## src/design/touch_sense_pkg.sv

```systemverilog
// package: register map, field layout, reset values and constants of the touch sense core
package touch_sense_pkg;
  // byte addresses of the registers on the apb bus
  localparam logic [7:0] addr_osc_range_ctrl = 8'h00;
  localparam logic [7:0] addr_function_count_high = 8'h04;
  localparam logic [7:0] addr_function_count_low = 8'h08;
  localparam logic [7:0] addr_sense_count_high = 8'h0C;
  localparam logic [7:0] addr_sense_count_low = 8'h10;
  localparam logic [7:0] addr_ref_cap_trim_high = 8'h14;
  localparam logic [7:0] addr_ref_cap_trim_low = 8'h18;
  localparam logic [7:0] addr_sense_osc_ctrl = 8'h1C;
  localparam logic [7:0] addr_measure_ctrl = 8'h20;
  // field positions in measure_ctrl
  localparam int pos_div_sel = 0;
  localparam int pos_fc_ovf = 3;
  localparam int pos_sc_ovf = 4;
  localparam int pos_start = 5;
  localparam int pos_slot_ovf = 6;
  // field positions in sense_osc_ctrl
  localparam int pos_hop_code = 0;
  localparam int pos_hop_src = 3;
  localparam int pos_dbl_en = 5;
  localparam int pos_mux_sel = 6;
  // reset values and the prescaler top count
  localparam logic [1:0] rst_osc_range = 2'h3;
  localparam logic [15:0] rst_count = 16'h0000;
  localparam logic [9:0] rst_trim = 10'h000;
  localparam logic [7:0] rst_byte = 8'h00;
  localparam logic [2:0] div_count_max = 3'h7;

  // oscillator control bundle sent to the analogue side
  typedef struct packed {
    logic [1:0] range_sel;
    logic key_sel;
    logic dbl_en;
    logic hop_hw;
    logic [2:0] hop_code;
    logic [9:0] cap_trim;
    logic osc_en;
  } osc_ctrl_t;

  // measurement state
  typedef enum logic [1:0] {
    st_idle = 2'b00,
    st_run = 2'b01,
    st_held = 2'b11
  } meas_state_t;
endpackage

```

## src/design/touch_sense_count_regs.sv

```systemverilog
// touch sense measurement core: counters, oscillator controls and apb register file
//
// The APB register port and the placing of the registers were left to the implementer.
`timescale 1ns/1ps
module touch_sense_count_regs (
  input wire logic ref_clk_in,
  input wire logic reset_n_in,
  input wire logic psel_in,
  input wire logic penable_in,
  input wire logic pwrite_in,
  input wire logic [7:0] paddr_in,
  input wire logic [31:0] pwdata_in,
  output logic [31:0] prdata_out,
  output logic pready_out,
  output logic pslverr_out,
  input wire logic sense_input_one_in,
  input wire logic sense_input_two_in,
  input wire logic slot_overflow_in,
  output touch_sense_pkg::osc_ctrl_t osc_ctrl_out,
  output logic touch_irq_request_out
);

  // ************************************************************
  // reset release and input synchronisers
  // ************************************************************
  logic rst_meta_q;
  logic rst_n_q;
  // async assert, sync release so no flop leaves reset on a ragged edge
  always_ff @(posedge ref_clk_in or negedge reset_n_in) begin
    if (!reset_n_in) begin
      rst_meta_q <= 1'b0;
      rst_n_q <= 1'b0;
    end else begin
      rst_meta_q <= 1'b1;
      rst_n_q <= rst_meta_q;
    end
  end

  logic [1:0] key_meta_q;
  logic [1:0] key_sync_q;
  logic key_last_q;
  logic slot_meta_q;
  logic slot_sync_q;
  logic slot_last_q;
  // oscillator pins are asynchronous: two flops before any use
  always_ff @(posedge ref_clk_in or negedge rst_n_q) begin
    if (!rst_n_q) begin
      key_meta_q <= 2'b00;
      key_sync_q <= 2'b00;
      slot_meta_q <= 1'b0;
      slot_sync_q <= 1'b0;
    end else begin
      key_meta_q <= {sense_input_two_in, sense_input_one_in};
      key_sync_q <= key_meta_q;
      slot_meta_q <= slot_overflow_in;
      slot_sync_q <= slot_meta_q;
    end
  end

  // ************************************************************
  // register state
  // ************************************************************
  logic [1:0] range_q;
  logic [9:0] trim_q;
  logic mux_sel_q;
  logic dbl_en_q;
  logic hop_src_q;
  logic [2:0] hop_code_q;
  logic start_q;
  logic [1:0] div_sel_q;
  logic slot_ovf_q;
  logic sc_ovf_q;
  logic fc_ovf_q;
  logic [15:0] fcount_q;
  logic [15:0] scount_q;
  logic [2:0] div_cnt_q;
  touch_sense_pkg::meas_state_t state_q;

  logic wr_en;
  logic sel_key;
  logic key_rise;
  logic slot_rise;
  logic fc_tick;
  logic running;
  logic [7:0] wbyte;

  // apb write strobe: taken in the access phase, zero-wait slave
  assign wr_en = psel_in & penable_in & pwrite_in;
  assign wbyte = pwdata_in[7:0];
  assign running = (state_q == touch_sense_pkg::st_run);
  // selected key after synchronisation
  assign sel_key = mux_sel_q ? key_sync_q[1] : key_sync_q[0];
  assign key_rise = sel_key & ~key_last_q;
  assign slot_rise = slot_sync_q & ~slot_last_q;

  // edge detector history, read only from synchronised copies
  always_ff @(posedge ref_clk_in or negedge rst_n_q) begin
    if (!rst_n_q) begin
      key_last_q <= 1'b0;
      slot_last_q <= 1'b0;
    end else begin
      key_last_q <= sel_key;
      slot_last_q <= slot_sync_q;
    end
  end

  // ************************************************************
  // software control registers
  // ************************************************************
  always_ff @(posedge ref_clk_in or negedge rst_n_q) begin
    if (!rst_n_q) begin
      range_q <= touch_sense_pkg::rst_osc_range;
      trim_q <= touch_sense_pkg::rst_trim;
      mux_sel_q <= 1'b0;
      dbl_en_q <= 1'b0;
      hop_src_q <= 1'b0;
      hop_code_q <= 3'h0;
      start_q <= 1'b0;
      div_sel_q <= 2'h0;
    end else if (wr_en) begin
      if (paddr_in == touch_sense_pkg::addr_osc_range_ctrl) begin
        range_q <= wbyte[1:0];
      end else if (paddr_in == touch_sense_pkg::addr_ref_cap_trim_high) begin
        trim_q[9:8] <= wbyte[1:0];
      end else if (paddr_in == touch_sense_pkg::addr_ref_cap_trim_low) begin
        trim_q[7:0] <= wbyte;
      end else if (paddr_in == touch_sense_pkg::addr_sense_osc_ctrl) begin
        mux_sel_q <= wbyte[touch_sense_pkg::pos_mux_sel];
        dbl_en_q <= wbyte[touch_sense_pkg::pos_dbl_en];
        hop_src_q <= wbyte[touch_sense_pkg::pos_hop_src];
        hop_code_q <= wbyte[touch_sense_pkg::pos_hop_code +: 3];
      end else if (paddr_in == touch_sense_pkg::addr_measure_ctrl) begin
        start_q <= wbyte[touch_sense_pkg::pos_start];
        div_sel_q <= wbyte[touch_sense_pkg::pos_div_sel +: 2];
      end
    end
  end

  // ************************************************************
  // measurement sequencing
  // ************************************************************
  // a second overflow cannot restart: only a 0 then 1 on start runs again
  always_ff @(posedge ref_clk_in or negedge rst_n_q) begin
    if (!rst_n_q) begin
      state_q <= touch_sense_pkg::st_idle;
    end else if (!start_q) begin
      state_q <= touch_sense_pkg::st_idle;
    end else begin
      case (state_q)
        touch_sense_pkg::st_idle: begin
          state_q <= touch_sense_pkg::st_run;
        end
        touch_sense_pkg::st_run: begin
          if (slot_rise) begin
            state_q <= touch_sense_pkg::st_held;
          end
        end
        default: begin
          state_q <= touch_sense_pkg::st_held;
        end
      endcase
    end
  end

  // function counter prescaler, divider cleared whenever the state is not st_run
  always_ff @(posedge ref_clk_in or negedge rst_n_q) begin
    if (!rst_n_q) begin
      div_cnt_q <= 3'h0;
    end else if (!running) begin
      div_cnt_q <= 3'h0;
    end else begin
      div_cnt_q <= div_cnt_q + 3'h1;
    end
  end

  // tick once per 1, 2, 4 or 8 system clocks
  always_comb begin
    case (div_sel_q)
      2'h0: fc_tick = running;
      2'h1: fc_tick = running & (div_cnt_q[0] == 1'b1);
      2'h2: fc_tick = running & (div_cnt_q[1:0] == 2'h3);
      default: fc_tick = running & (div_cnt_q == touch_sense_pkg::div_count_max);
    endcase
  end

  // counters: cleared while start low, frozen once held
  always_ff @(posedge ref_clk_in or negedge rst_n_q) begin
    if (!rst_n_q) begin
      fcount_q <= touch_sense_pkg::rst_count;
      scount_q <= touch_sense_pkg::rst_count;
    end else if (!start_q) begin
      fcount_q <= touch_sense_pkg::rst_count;
      scount_q <= touch_sense_pkg::rst_count;
    end else if (running && !slot_rise) begin
      if (fc_tick) begin
        fcount_q <= fcount_q + 16'h0001;
      end
      if (key_rise) begin
        scount_q <= scount_q + 16'h0001;
      end
    end
  end

  // ************************************************************
  // sticky flags: hardware set beats software clear
  // ************************************************************
  logic clr_flags;
  assign clr_flags = wr_en & (paddr_in == touch_sense_pkg::addr_measure_ctrl);
  always_ff @(posedge ref_clk_in or negedge rst_n_q) begin
    if (!rst_n_q) begin
      slot_ovf_q <= 1'b0;
      sc_ovf_q <= 1'b0;
      fc_ovf_q <= 1'b0;
    end else begin
      // software may only clear; writing 1 leaves the flag as it is
      if (running && slot_rise) begin
        slot_ovf_q <= 1'b1;
      end else if (clr_flags && !wbyte[touch_sense_pkg::pos_slot_ovf]) begin
        slot_ovf_q <= 1'b0;
      end
      if (running && !slot_rise && key_rise && (scount_q == 16'hFFFF)) begin
        sc_ovf_q <= 1'b1;
      end else if (clr_flags && !wbyte[touch_sense_pkg::pos_sc_ovf]) begin
        sc_ovf_q <= 1'b0;
      end
      if (running && !slot_rise && fc_tick && (fcount_q == 16'hFFFF)) begin
        fc_ovf_q <= 1'b1;
      end else if (clr_flags && !wbyte[touch_sense_pkg::pos_fc_ovf]) begin
        fc_ovf_q <= 1'b0;
      end
    end
  end

  // request pulse, one cycle, only from hardware overflow
  always_ff @(posedge ref_clk_in or negedge rst_n_q) begin
    if (!rst_n_q) begin
      touch_irq_request_out <= 1'b0;
    end else begin
      touch_irq_request_out <= running & slot_rise;
    end
  end

  // ************************************************************
  // oscillator control outputs
  // ************************************************************
  always_ff @(posedge ref_clk_in or negedge rst_n_q) begin
    if (!rst_n_q) begin
      osc_ctrl_out <= '0;
      osc_ctrl_out.range_sel <= touch_sense_pkg::rst_osc_range;
    end else begin
      osc_ctrl_out.range_sel <= range_q;
      osc_ctrl_out.key_sel <= mux_sel_q;
      osc_ctrl_out.dbl_en <= dbl_en_q;
      osc_ctrl_out.hop_hw <= hop_src_q;
      // software code masked while hardware hops
      osc_ctrl_out.hop_code <= hop_src_q ? 3'h0 : hop_code_q;
      osc_ctrl_out.cap_trim <= trim_q;
      osc_ctrl_out.osc_en <= running & ~slot_rise;
    end
  end

  // ************************************************************
  // apb read path
  // ************************************************************
  logic [7:0] rbyte;
  logic hit;
  always_comb begin
    rbyte = 8'h00;
    hit = 1'b1;
    if (paddr_in == touch_sense_pkg::addr_osc_range_ctrl) begin
      rbyte = {6'h00, range_q};
    end else if (paddr_in == touch_sense_pkg::addr_function_count_high) begin
      rbyte = fcount_q[15:8];
    end else if (paddr_in == touch_sense_pkg::addr_function_count_low) begin
      rbyte = fcount_q[7:0];
    end else if (paddr_in == touch_sense_pkg::addr_sense_count_high) begin
      rbyte = scount_q[15:8];
    end else if (paddr_in == touch_sense_pkg::addr_sense_count_low) begin
      rbyte = scount_q[7:0];
    end else if (paddr_in == touch_sense_pkg::addr_ref_cap_trim_high) begin
      rbyte = {6'h00, trim_q[9:8]};
    end else if (paddr_in == touch_sense_pkg::addr_ref_cap_trim_low) begin
      rbyte = trim_q[7:0];
    end else if (paddr_in == touch_sense_pkg::addr_sense_osc_ctrl) begin
      rbyte = {1'b0, mux_sel_q, dbl_en_q, 1'b0, hop_src_q, hop_code_q};
    end else if (paddr_in == touch_sense_pkg::addr_measure_ctrl) begin
      rbyte = {1'b0, slot_ovf_q, start_q, sc_ovf_q, fc_ovf_q, 1'b0, div_sel_q};
    end else begin
      hit = 1'b0;
    end
  end

  // registered answer: pready one cycle after the setup phase
  always_ff @(posedge ref_clk_in or negedge rst_n_q) begin
    if (!rst_n_q) begin
      prdata_out <= 32'h00000000;
      pready_out <= 1'b0;
      pslverr_out <= 1'b0;
    end else begin
      pready_out <= psel_in & ~penable_in;
      pslverr_out <= psel_in & ~penable_in & ~hit;
      prdata_out <= (psel_in & ~penable_in & ~pwrite_in) ? {24'h000000, rbyte} : 32'h00000000;
    end
  end

endmodule

```

## config.mk

```make
export PLATFORM = sky130hd
export DESIGN_NAME = touch_sense_count_regs
export DESIGN_NICKNAME = d
export VERILOG_FILES = /design/src/design/touch_sense_pkg.sv /design/src/design/touch_sense_count_regs.sv
export SDC_FILE = /design/constraint.sdc
export NUM_CORES = 1
export LEC_CHECK = 0
export BUFFER_PORTS_ARGS = -buffer_cell sky130_fd_sc_hd__buf_2
export CORE_MARGIN = 5
export CORE_UTILIZATION = 32
export DETAILED_ROUTE_END_ITERATION = 7
export GPL_ROUTABILITY_DRIVEN = 1
export PLACE_DENSITY = 0.54
export SLEW_MARGIN = 20
export SYNTH_ARGS = -nofsm -noshare
export SYNTH_HDL_FRONTEND = slang
export SYNTH_SLANG_ARGS = --single-unit
```

## constraint.sdc

```tcl
create_clock -name ref_clk_in -period 8.15 [get_ports ref_clk_in]
set_input_delay 1.2225 -clock ref_clk_in [delete_from_list [all_inputs] [get_ports ref_clk_in]]
set_output_delay 1.2225 -clock ref_clk_in [all_outputs]
set_load 0.005 [all_outputs]
```

==> results.md, run 1 <==
- PostCTS Resize Cnt: 0
- CTS Buf Count: 9
- Most frequent cell after synthesis: dfrtp_1
- Wire length on met3: 704 um
- Slowest-stage cell, CP: nor2_1
- WL met1: 6050 um
- Total negative slack: 0 ns
- Async S/R FF share, synth: 1.00
- Syn avg cell area: 10.6 sq um
- Met2 wire length: 5820 um
- Starting Density: 0.326
- Worst setup path category: input port to flop
- Drt via density: 5.24
- Commonest cells post-synth: 97 x dfrtp_1, 34 x nand2_1, 25 x buf_4
- Post-Syn Area: 0.00518 sq mm
- HPWL after DPL: 9160 um
- Post-CTS Setup Inserts: 0
- Post-synth EDFFs: 0
- Vias in the first global route: 3,779
- Clock Skew: 0.0108 ns
- Worst setup SP type: input port
- Critical Path Max Stage Delay: 0.76 ns
- Area of the die: 0.0188 sq mm
- Row count: 46
- Synth-to-layout area growth: 13.2%
- Slew Viols, Final: 0
- Tcrit/Tclk final: 0.359
- Stages on the worst setup path: 5
- Storage element area: 0.00254 sq mm
- RSZ-0062 raised after global routing: false
- Count of final setup violators: 0
- Worst setup margin: 5.22 ns
- Synth top area share: 0.469
- TritonCTS clock tree: done
- Core area: 0.0159 sq mm
- Die height: 137 um
- Power Density: 174 mW/mm^2
- Layout cells sized above 1: 0.194
- CP delay by family, top: simple AND/OR/NAND/NOR gates
- Max cap viols: 0
- CP Capture Type: flop
- Pre-CTS WS: 4.90 ns
- Drt pass-1 iters: 6
- Multi-input gate area: 0.00239 sq mm
- Placer Congestion: 0.851
- Total gr overflow: 0
- Port Buffers: 53
- Clock Sinks: 101
- Required time worst endpoint: 8.38 ns
- Die width: 137 um
- Worst vdd ir: 99.9 uV
- Largest net degree at the start of global routing: 54
- CP Cell Sequence: buf_2, nor2_1, nand3_2, nor2_4, mux2_1
- Syn. warnings: 0
- Drt initial violations: 279
- Fillers: 1,595
- Gate Count Post-Synth: 487
- Max layer used: met4
- Register bit total from synthesis: 101
- Critical Path AT: 3.16 ns
- Final Hold Fails: 0
- Part of the Yosys area used for sequential elements: 0.489
- Fmax: 0.341 GHz
- Routed vias: 3,920
- Run status: finished, final reports clean
- Post-CTS Hold Buffers: 0
- Area contributors post-synth: dfrtp_1 47%, mux2i_1 4.1%, buf_4 3.6%, mux2_1 3.5%, nand2b_1 2.7%
- Initial antenna violation count: 0
- Buf+Inv Stages, Crit Path: 1
- Netlist cell types: 68
- # nets final: 582
- Clk buf depth: 2
- Worst-Skew Late Latency: 0.36 ns
- GRT Util Overall: 0.142
- Slew @ Worst Pin: 0.999 ns
- Reg clk slew, reported paths: 0.07 ns
- Final WL: 13,000 um
- Root Driver: clkbuf_16
- CP max FO: 13
- Wire per inst: 17.4 um
- Detailed-route DRC error count: 0
- Routed Antenna Nets: 0
- I/O pins: 102
- First-pass GRT wire length: 20,600 um
- Largest area contributor in the netlist: dfrtp_1
- Ant. Diodes: 0
- Main synth FF type: dfrtp_1
- Reg2reg path depth: 4
- Final critical-path required period: 2.93 ns
- Relative slew slack: 0.331
- Worst Hold Class: flop to asynchronous set/reset pin
- Leak: 2.47 nW
- H-Tree Depth: 3
power by group:
group | switching [W] | leakage, nW | internal, W
Combinational | 0.0000363 | 0.967 | 0.0000158
Clock | 0.000207 | 0.152 | 0.000246
Sequential | 0.00000727 | 1.35 | 0.000507
worst paths after layout:
kind	from	slack [ns]	endpoint
min in group ref_clk_in	slot_meta_q$_DFF_PN0_	0.35	slot_sync_q$_DFF_PN0_
max in group asynchronous	rst_n_q$_DFF_PN0_	6.63	pready_out$_DFF_PN0_
min	rst_n_q$_DFF_PN0_	0.34	slot_last_q$_DFF_PN0_
max reg2reg	state_q[0]$_DFFE_PN0P_	5.98	scount_q[7]$_DFFE_PN0P_
min reg2reg	rst_n_q$_DFF_PN0_	0.34	slot_last_q$_DFF_PN0_
max	paddr_in[1]	5.22	trim_q[0]$_DFFE_PN0P_
placed cells by master (no fill, tap or decap), drive strengths merged, types with 3 or more instances in the layout:
cell / count
nor3: 4
nand4: 14
nand2b: 23
mux2: 24
clkbuf: 9
buf: 57
nor2b: 9
nor2: 16
and4: 4
a2111oi: 4
nand3b: 5
o31ai: 10
a31oi: 3
nor3b: 3
and3: 4
a22oi: 3
nor4b: 5
a21oi: 18
ha: 7
inv: 18
dfrtp: 97
dfstp: 4
or4: 11
o211ai: 3
nand2: 34
or3: 5
conb: 25
o21ai: 20
a221oi: 4
mux2i: 21
and2: 5
nand3: 17
nor4: 17
a32oi: 3
worst register-to-register path: cells and delay by family, from the launching register on:
family	cells	cell delay, ns
compound gates	1	0.16
simple gates	3	1.52
flops	1	0.40
registers in the layout (all words and copies together) (netlist names), 2 cells and up:
register,flops
range_q,2
div_cnt_q,3
div_sel_q,2
key_sync_q,2
scount_q,16
key_meta_q,2
fcount_q,16
hop_code_q,3
osc_ctrl_out,19
prdata_out,8
trim_q,10
state_q,2
metrics by stage:
step                instance area [sq um]  total power, W  utilization  hold slack [ns]  std cells
floorplan                            5270        0.000565            -            0.331        510
global placement                     5550        0.000576        0.349            0.332        732
detailed placement                   5550        0.000577        0.349            0.336        732
CTS                                  5860         0.00103        0.369            0.355        748
global route                         5860         0.00106        0.369            0.364        748
finish                               5860         0.00102        0.369            0.341        748
final cells by class:
type                    count  area share
flip-flops and latches    101       0.433
repair buffers             57      0.0504
multi-input cells         344       0.408
inverters                  14     0.00896
well taps                 216      0.0461
clock inverters             7      0.0152
clock buffers               9      0.0384
per-layer routing:
metal	GRT usage	vias up
met4	0.0687	0
met5	0	-
met1	0.195	1934
met3	0.0263	23
met2	0.215	134
li1	-	1829
cells by family after synthesis:
kind of cell | synth area share
compound gates | 0.110
xor+xnor | 0.00169
fa+ha+maj | 0.0169
buf+inv | 0.0681
flops | 0.489
mux | 0.0928
other cells | 0.00145
simple gates | 0.220
Note: power is estimated with default switching activity, not from simulation.
==> run 2, diff against run 1 <==
clock period = 2.85 ns   (was 8.15 ns; I/O delays follow)
==> results.md, run 2 (same netlist as run 1, synthesis figures left out) <==
- Run status: finished, final reports clean (unchanged)
- Pre-CTS WS: 0.604 ns (was 4.90 ns)
- I/O pins: 102 (unchanged)
- Largest Register: osc_ctrl_out (unchanged)
- Commonest non-fill, non-tap cell in the layout: dfrtp_1 (unchanged)
- Slew Viols, Final: 0 (unchanged)
- Final critical-path required period: 2.18 ns
- Clock Sinks: 101 (unchanged)
- Power Density: 474 mW/mm^2 (was 174 mW/mm^2)
- Required time worst endpoint: 3.12 ns (was 8.38 ns)
- GRT Util Overall: 0.142 (about the same)
- Final Cell Area: 0.00587 sq mm (was 0.00586 sq mm)
- Detailed-route DRC error count: 0 (unchanged)
- Placer Congestion: 0.826 (was 0.851)
- Final WL: 12,900 um (was 13,000 um)
- Slew @ Worst Pin: 0.703 ns (was 0.999 ns)
- Routed Antenna Nets: 0 (unchanged)
- Leak: 2.48 nW (was 2.47 nW)
- Die height: 137 um (unchanged)
- Critical Path AT: 2.45 ns (was 3.16 ns)
- Worst setup SP type: flop (was input port)
- TritonCTS clock tree: done (unchanged)
- Tcrit/Tclk final: 0.764
- Worst-Skew Late Latency: 0.36 ns (about the same)
- Fmax: 0.460 GHz
- Initial antenna violation count: 0 (unchanged)
- Final Hold Fails: 0 (unchanged)
- Critical path startpoint: state_q[0]$_DFFE_PN0P_ (was paddr_in[1])
- Synth-to-layout area growth: 13.4% (was 13.2%)
- Clk buf depth: 2 (unchanged)
- Port Buffers: 53 (unchanged)
- Pwr Total: 0.00278 W (was 0.00102 W)
- Root Driver: clkbuf_16 (unchanged)
- Drt via density: 5.18 (was 5.24)
- Worst setup margin: 0.674 ns (was 5.22 ns)
- HPWL after DPL: 9240 um (was 9160 um)
- Worst vdd ir: 262 uV (was 99.9 uV)
- Max reg flops: 19 (unchanged)
- Worst setup path category: flop to flop (was input port to flop)
- Core area: 0.0159 sq mm (unchanged)
- Die width: 137 um (unchanged)
- Starting Density: 0.326 (unchanged)
- Total gr overflow: 0 (unchanged)
- Biggest regs: osc_ctrl_out: 19 flops, fcount_q: 16 flops, scount_q: 16 flops (unchanged)
- Relative slew slack: 0.531 (was 0.331)
- Ant. Diodes: 0 (unchanged)
- Post-CTS Hold Buffers: 1 (was 0)
- First-pass GRT wire length: 20,500 um (was 20,600 um)
- PostCTS Resize Cnt: 0 (unchanged)
- Critical Path Max Stage Delay: 0.66 ns (was 0.76 ns)
- # nets final: 587 (was 582)
- Placed inst area: 0.00559 sq mm (was 0.00555 sq mm)
- Slowest-stage cell, CP: or4_1 (was nor2_1)
- Post-CTS Setup Inserts: 0 (unchanged)
- H-Tree Depth: 3 (unchanged)
- Most frequent cells in the layout: 96 x dfrtp_1, 53 x buf_2, 34 x nand2_1 (unchanged)
- CP max FO: 14 (was 13)
- Worst hold slack: 0.172 ns (was 0.341 ns)
- Area of the die: 0.0188 sq mm (unchanged)
- Row count: 46 (unchanged)
- Vias in the first global route: 3,796 (was 3,779)
- Wire per inst: 17.1 um (was 17.4 um)
- CP Capture Type: flop (unchanged)
- Max cap viols: 0 (unchanged)
- Routed vias: 3,904 (was 3,920)
- Clock Skew: 0.0123 ns (was 0.0108 ns)
- CTS Buf Count: 9 (unchanged)
- Min-delay src: slot_overflow_in
- RSZ-0062 raised after global routing: false (unchanged)
- Layout cells sized above 1: 0.196 (was 0.194)
- Total negative slack: 0 ns (unchanged)
- Worst Hold Class: input port to flop (was flop to asynchronous set/reset pin)
- CP Cell Sequence: nor2b_1, nand4b_1, or4_1, a21oi_1 (was buf_2, nor2_1, nand3_2, nor2_4, mux2_1)
- Largest net degree at the start of global routing: 62 (was 54)
- Reg clk slew, reported paths: 0.08 ns (was 0.07 ns)
- Drt initial violations: 366 (was 279)
- Count of final setup violators: 0 (unchanged)
- Drt pass-1 iters: 4 (was 6)
- Critical register-to-register path startpoint: state_q[0]$_DFFE_PN0P_ (unchanged)
## run 2: cell count changes in the layout (fill, tap and decap cells not counted)
cell	delta
buf_4	+3
inv_8	-3
clkbuf_1	+2
inv_6	+2
buf_12	+1
bufinv_16	-1
clkinv_4	-1
clkinvlp_4	+1
dlygate4sd3_1	+1
## run 2: per-stage QoR
stage / cells / util
final: 753 / 0.370
after global routing: 753 / 0.370
after CTS: 753 / 0.370
after detailed placement: 736 / 0.352
after global placement: 736 / 0.352
after floorplan: 510 / -
## run 2: worst paths after layout
path,slack [ns],endpoint,depth (start not counted)
max,0.67,scount_q[5]$_DFFE_PN0P_,4
min,0.17,slot_meta_q$_DFF_PN0_,1
max reg2reg,0.67,scount_q[5]$_DFFE_PN0P_,4
min reg2reg,0.31,fcount_q[0]$_DFFE_PN0P_,0
max in group asynchronous,1.83,trim_q[9]$_DFFE_PN0P_,1
min in group asynchronous,0.31,fcount_q[0]$_DFFE_PN0P_,0
## run 2: final cells by class
| cell class | count | area, sq um |
|---|---|---|
| Clock inverter | 5 | 41.3 |
| Clock buffer | 11 | 233 |
| Multi-Input combinational cell | 344 | 2390 |
| Timing Repair Buffer | 62 | 348 |
| Sequential cell | 101 | 2540 |
| Fill cell | 1622 | 10000 |
| Tap cell | 216 | 270 |
| Inverter | 14 | 52.6 |
## run 2: report_power, final
group / internal [W] / switching [W]
logic: 0.0000501 / 0.000105
clock network: 0.000603 / 0.000555
registers: 0.00145 / 0.0000195
## run 2: critical path, delay by kind of cell, from the launching register on
family,cells,cell delay (ns)
AOI/OAI and AO/OA,1,0.17
and+or+nand+nor,3,1.52
DFF,1,0.40
## run 2: routing by layer
metal,GRT usage,part of all wire
met5,0,0
met1,0.195,0.44
met4,0.0671,0.026
met2,0.220,0.47
met3,0.0212,0.063
==> run 3, diff against run 2 <==
ABC_AREA = 1   (was unset)
PLACE_DENSITY = 0.56   (was 0.54)
clock period = 2 ns   (was 2.85 ns; I/O delays follow)
==> results.md, run 3 <==
- Clock power frac: 0.422 (was 0.416)
- Worst vdd ir: 408 uV (was 262 uV)
- Critical path startpoint: div_sel_q[1]$_DFFE_PN0P_ (was state_q[0]$_DFFE_PN0P_)
- Buf+Inv Stages, Crit Path: 1 (was 0)
- Max cap viols: 0 (unchanged)
- Clk buf depth: 2 (unchanged)
- Relative slew slack: 0.647 (was 0.531)
- Slew Viols, Final: 0 (unchanged)
- Commonest non-fill, non-tap cell in the layout: nand2_1 (was dfrtp_1)
- Reg clk slew, reported paths: 0.07 ns (was 0.08 ns)
- Run status: finished, final reports clean (unchanged)
- CTS Buf Count: 9 (unchanged)
- First-pass GRT wire length: 19,000 um (was 20,500 um)
- Slowest-stage cell, CP: dfrtp_1 (was or4_1)
- Post-CTS Setup Inserts: 0 (unchanged)
- Die width: 135 um (was 137 um)
- Routed vias: 3,924 (was 3,904)
- Slew @ Worst Pin: 0.529 ns (was 0.703 ns)
- Logic pwr share: 0.041 (was 0.056)
- Wire per inst: 13.3 um (was 17.1 um)
- Post-Syn Area: 0.00498 sq mm (was 0.00518 sq mm)
- R2r endpoint: fcount_q[5]$_DFFE_PN0P_ (was scount_q[5]$_DFFE_PN0P_)
- Reg2reg path depth: 10 (was 4)
- Worst setup SP type: flop (unchanged)
- CP delay by family, top: simple AND/OR/NAND/NOR gates (unchanged)
- Most frequent cells in the layout: 127 x nand2_1, 96 x dfrtp_1, 72 x inv_1 (was 96 x dfrtp_1, 53 x buf_2, 34 x nand2_1)
- Root Driver: clkbuf_16 (unchanged)
- Register bit total from synthesis: 101 (unchanged)
- Starting Density: 0.327 (was 0.326)
- Drt pass-1 iters: 5 (was 4)
- Gate Count Post-Synth: 594 (was 487)
- Seq pwr share: 0.537 (was 0.528)
- Drt via density: 4.51 (was 5.18)
- GRT Util Overall: 0.132 (was 0.142)
- Core area: 0.0153 sq mm (was 0.0159 sq mm)
- Tcrit/Tclk final: 0.873 (was 0.764)
- Required time worst endpoint: 2.24 ns (was 3.12 ns)
- CP Capture Type: flop (unchanged)
- Post-synth EDFFs: 0 (unchanged)
- Syn avg cell area: 8.39 sq um (was 10.6 sq um)
- Row count: 45 (was 46)
- Ant. Diodes: 0 (unchanged)
- Clock Skew: 0.00678 ns (was 0.0123 ns)
- Switching Power: 0.000897 W (was 0.000680 W)
- Placed cell count: 854 (was 736)
- Final critical-path required period: 1.75 ns (was 2.18 ns)
- Initial antenna violation count: 0 (unchanged)
- Switch share: 0.230 (was 0.244)
- Count of final setup violators: 0 (unchanged)
- Part of the Yosys area used for sequential elements: 0.508 (was 0.489)
- Crit path capture: fcount_q[5]$_DFFE_PN0P_ (was scount_q[5]$_DFFE_PN0P_)
- CP max FO: 6 (was 14)
- Drt initial violations: 295 (was 366)
- # nets final: 710 (was 587)
- Fmax: 0.573 GHz (was 0.460 GHz)
- Biggest regs: osc_ctrl_out: 19 flops, fcount_q: 16 flops, scount_q: 16 flops (unchanged)
- I/O pins: 102 (unchanged)
- Post-CTS Hold Buffers: 1 (unchanged)
- Total negative slack: 0 ns (unchanged)
- CP Cell Sequence: inv_1, ha_1, nand3_1, o21ai_0, nand2_1, nand2_2, nor3_1, nand3_1, nand2_1, nor2_1 (was nor2b_1, nand4b_1, or4_1, a21oi_1)
- Power Density: 680 mW/mm^2 (was 474 mW/mm^2)
- Main synth FF type: dfrtp_1 (unchanged)
- Final WL: 11,500 um (was 12,900 um)
- Port Buffers: 53 (unchanged)
- Synth-to-layout area growth: 15.0% (was 13.4%)
- Commonest cells post-synth: 127 x nand2_1, 97 x dfrtp_1, 72 x inv_1 (was 97 x dfrtp_1, 34 x nand2_1, 25 x buf_4)
- Area contributors post-synth: dfrtp_1 49%, nand2_1 9.6%, inv_1 5.4%, buf_4 4.1%, nand3_1 3.7% (was dfrtp_1 47%, mux2i_1 4.1%, buf_4 3.6%, mux2_1 3.5%, nand2b_1 2.7%)
- PostCTS Resize Cnt: 0 (unchanged)
- Worst-Skew Late Latency: 0.35 ns (was 0.36 ns)
- Worst Hold Class: input port to flop (unchanged)
- Synth top area share: 0.487 (was 0.469)
- Detailed-route DRC error count: 0 (unchanged)
- Netlist cell types: 38 (was 68)
- Most frequent cell after synthesis: nand2_1 (was dfrtp_1)
- Largest Register: osc_ctrl_out (unchanged)
- P_int: 0.00300 W (was 0.00210 W)
- Placer Congestion: 0.883 (was 0.826)
- Stages on the worst setup path: 10 (was 4)
- Area of the die: 0.0182 sq mm (was 0.0188 sq mm)
- Final Hold Fails: 0 (unchanged)
- Pwr Total: 0.00390 W (was 0.00278 W)
- Total gr overflow: 0 (unchanged)
- Max reg flops: 19 (unchanged)
- Non-filler instance count after layout: 870 (was 753)
- RSZ-0062 raised after global routing: false (unchanged)
- Largest net degree at the start of global routing: 38 (was 62)
- Leak: 2.72 nW (was 2.48 nW)
- HPWL after DPL: 8830 um (was 9240 um)
- R2R Setup Slk: 0.25 ns (was 0.67 ns)
- Layout cells sized above 1: 0.171 (was 0.196)
- Die height: 135 um (was 137 um)
- Vias in the first global route: 3,727 (was 3,796)
- Critical Path AT: 1.98 ns (was 2.45 ns)
- Async S/R FF share, synth: 1.00 (unchanged)
- Critical register-to-register path startpoint: div_sel_q[1]$_DFFE_PN0P_ (was state_q[0]$_DFFE_PN0P_)
- Largest area contributor in the netlist: dfrtp_1 (unchanged)
- Routed Antenna Nets: 0 (unchanged)
- TritonCTS clock tree: done (unchanged)
- Syn. warnings: 0 (unchanged)
- H-Tree Depth: 3 (unchanged)
- Critical Path Max Stage Delay: 0.41 ns (was 0.66 ns)
- Clock Sinks: 101 (unchanged)
- Worst setup path category: flop to flop (unchanged)
## run 3: changes by cell type after synthesis, moves of 13 or more
cell      before  now
o21ai_1        3   24
nand2b_1      22    0
inv_1         14   72
mux2_1        16    2
nand2_1       34  127
nor2_1        14   45
mux2i_1       21    0
nor4_1        15    1
o21ai_0       17   34
nand3_1       16   37
inv_2          0   13
## run 3: metal layers
layer / vias to the layer above / wire length [um] / share of wire / GRT usage
li1: 1980 / - / - / -
met1: 1821 / 5440 / 0.47 / 0.183
met2: 108 / 5200 / 0.45 / 0.200
met3: 15 / 672 / 0.058 / 0.0302
met4: 0 / 225 / 0.020 / 0.0515
met5: - / 0 / 0 / 0
## run 3: cell type report
class	count	area, sq um
Fill cell	1568	9530
Sequential cell	101	2540
Multi-Input combinational cell	395	1980
Timing Repair Buffer	61	353
Inverter	87	328
Tap cell	211	264
Clock buffer	11	243
Clock inverter	4	32.5
## run 3: kinds of logic after synthesis
kind of cell             after synthesis  share of synthesized area
adder cells (fa/ha/maj)                7                     0.0176
other                                  2                    0.00151
XOR/XNOR                               8                     0.0141
buffers and inverters                121                      0.113
AO/OA/AOI/OAI                         92                     0.0972
multiplexers                           2                    0.00452
flip-flops                           101                      0.508
AND/OR/NAND/NOR                      261                      0.244
## run 3: power by group through the flow
| stage | clock (W) | combinational, W | sequential [W] |
|---|---|---|---|
| floorplan | 0 | 0.000105 | 0.00215 |
| global placement | 0 | 0.000157 | 0.00213 |
| detailed placement | 0 | 0.000159 | 0.00214 |
| CTS | 0.00170 | 0.000161 | 0.00210 |
| global route | 0.00177 | 0.000184 | 0.00210 |
| finish | 0.00164 | 0.000159 | 0.00210 |
## run 3: how the worst min path moves through the flow
stage	from	end	slack [ns]	cells past startpoint
2_1_floorplan	reset_n_in	rst_meta_q$_DFF_PN0_	0.004	0
3_3_place_gp	reset_n_in	rst_meta_q$_DFF_PN0_	0.09	1
3_5_place_dp	reset_n_in	rst_meta_q$_DFF_PN0_	0.09	1
4_1_cts	sense_input_two_in	key_meta_q[1]$_DFF_PN0_	0.03	1
5_1_grt	sense_input_two_in	key_meta_q[1]$_DFF_PN0_	0.04	1
6_report	slot_overflow_in	slot_meta_q$_DFF_PN0_	0.05	1
## run 3: worst reg2reg max path, stage by stage, from the launching register on
cell     delay (ns)
dfrtp_1        0.41
inv_1          0.13
ha_1           0.25
nand3_1        0.08
o21ai_0        0.08
nand2_1        0.08
nand2_2        0.11
nor3_1         0.26
nand3_1        0.12
nand2_1        0.08
nor2_1         0.04
## run 3: through the flow
step                      area, sq um  utilization  setup WS (ns)  hold slack, ns
after floorplan                  5070            -          0.308         0.00441
after global routing             5730        0.376         0.0779          0.0354
after detailed placement         5450        0.357          0.238          0.0886
after CTS                        5730        0.376          0.237          0.0306
after global placement           5450        0.357          0.272          0.0871
final                            5730        0.376          0.254          0.0512
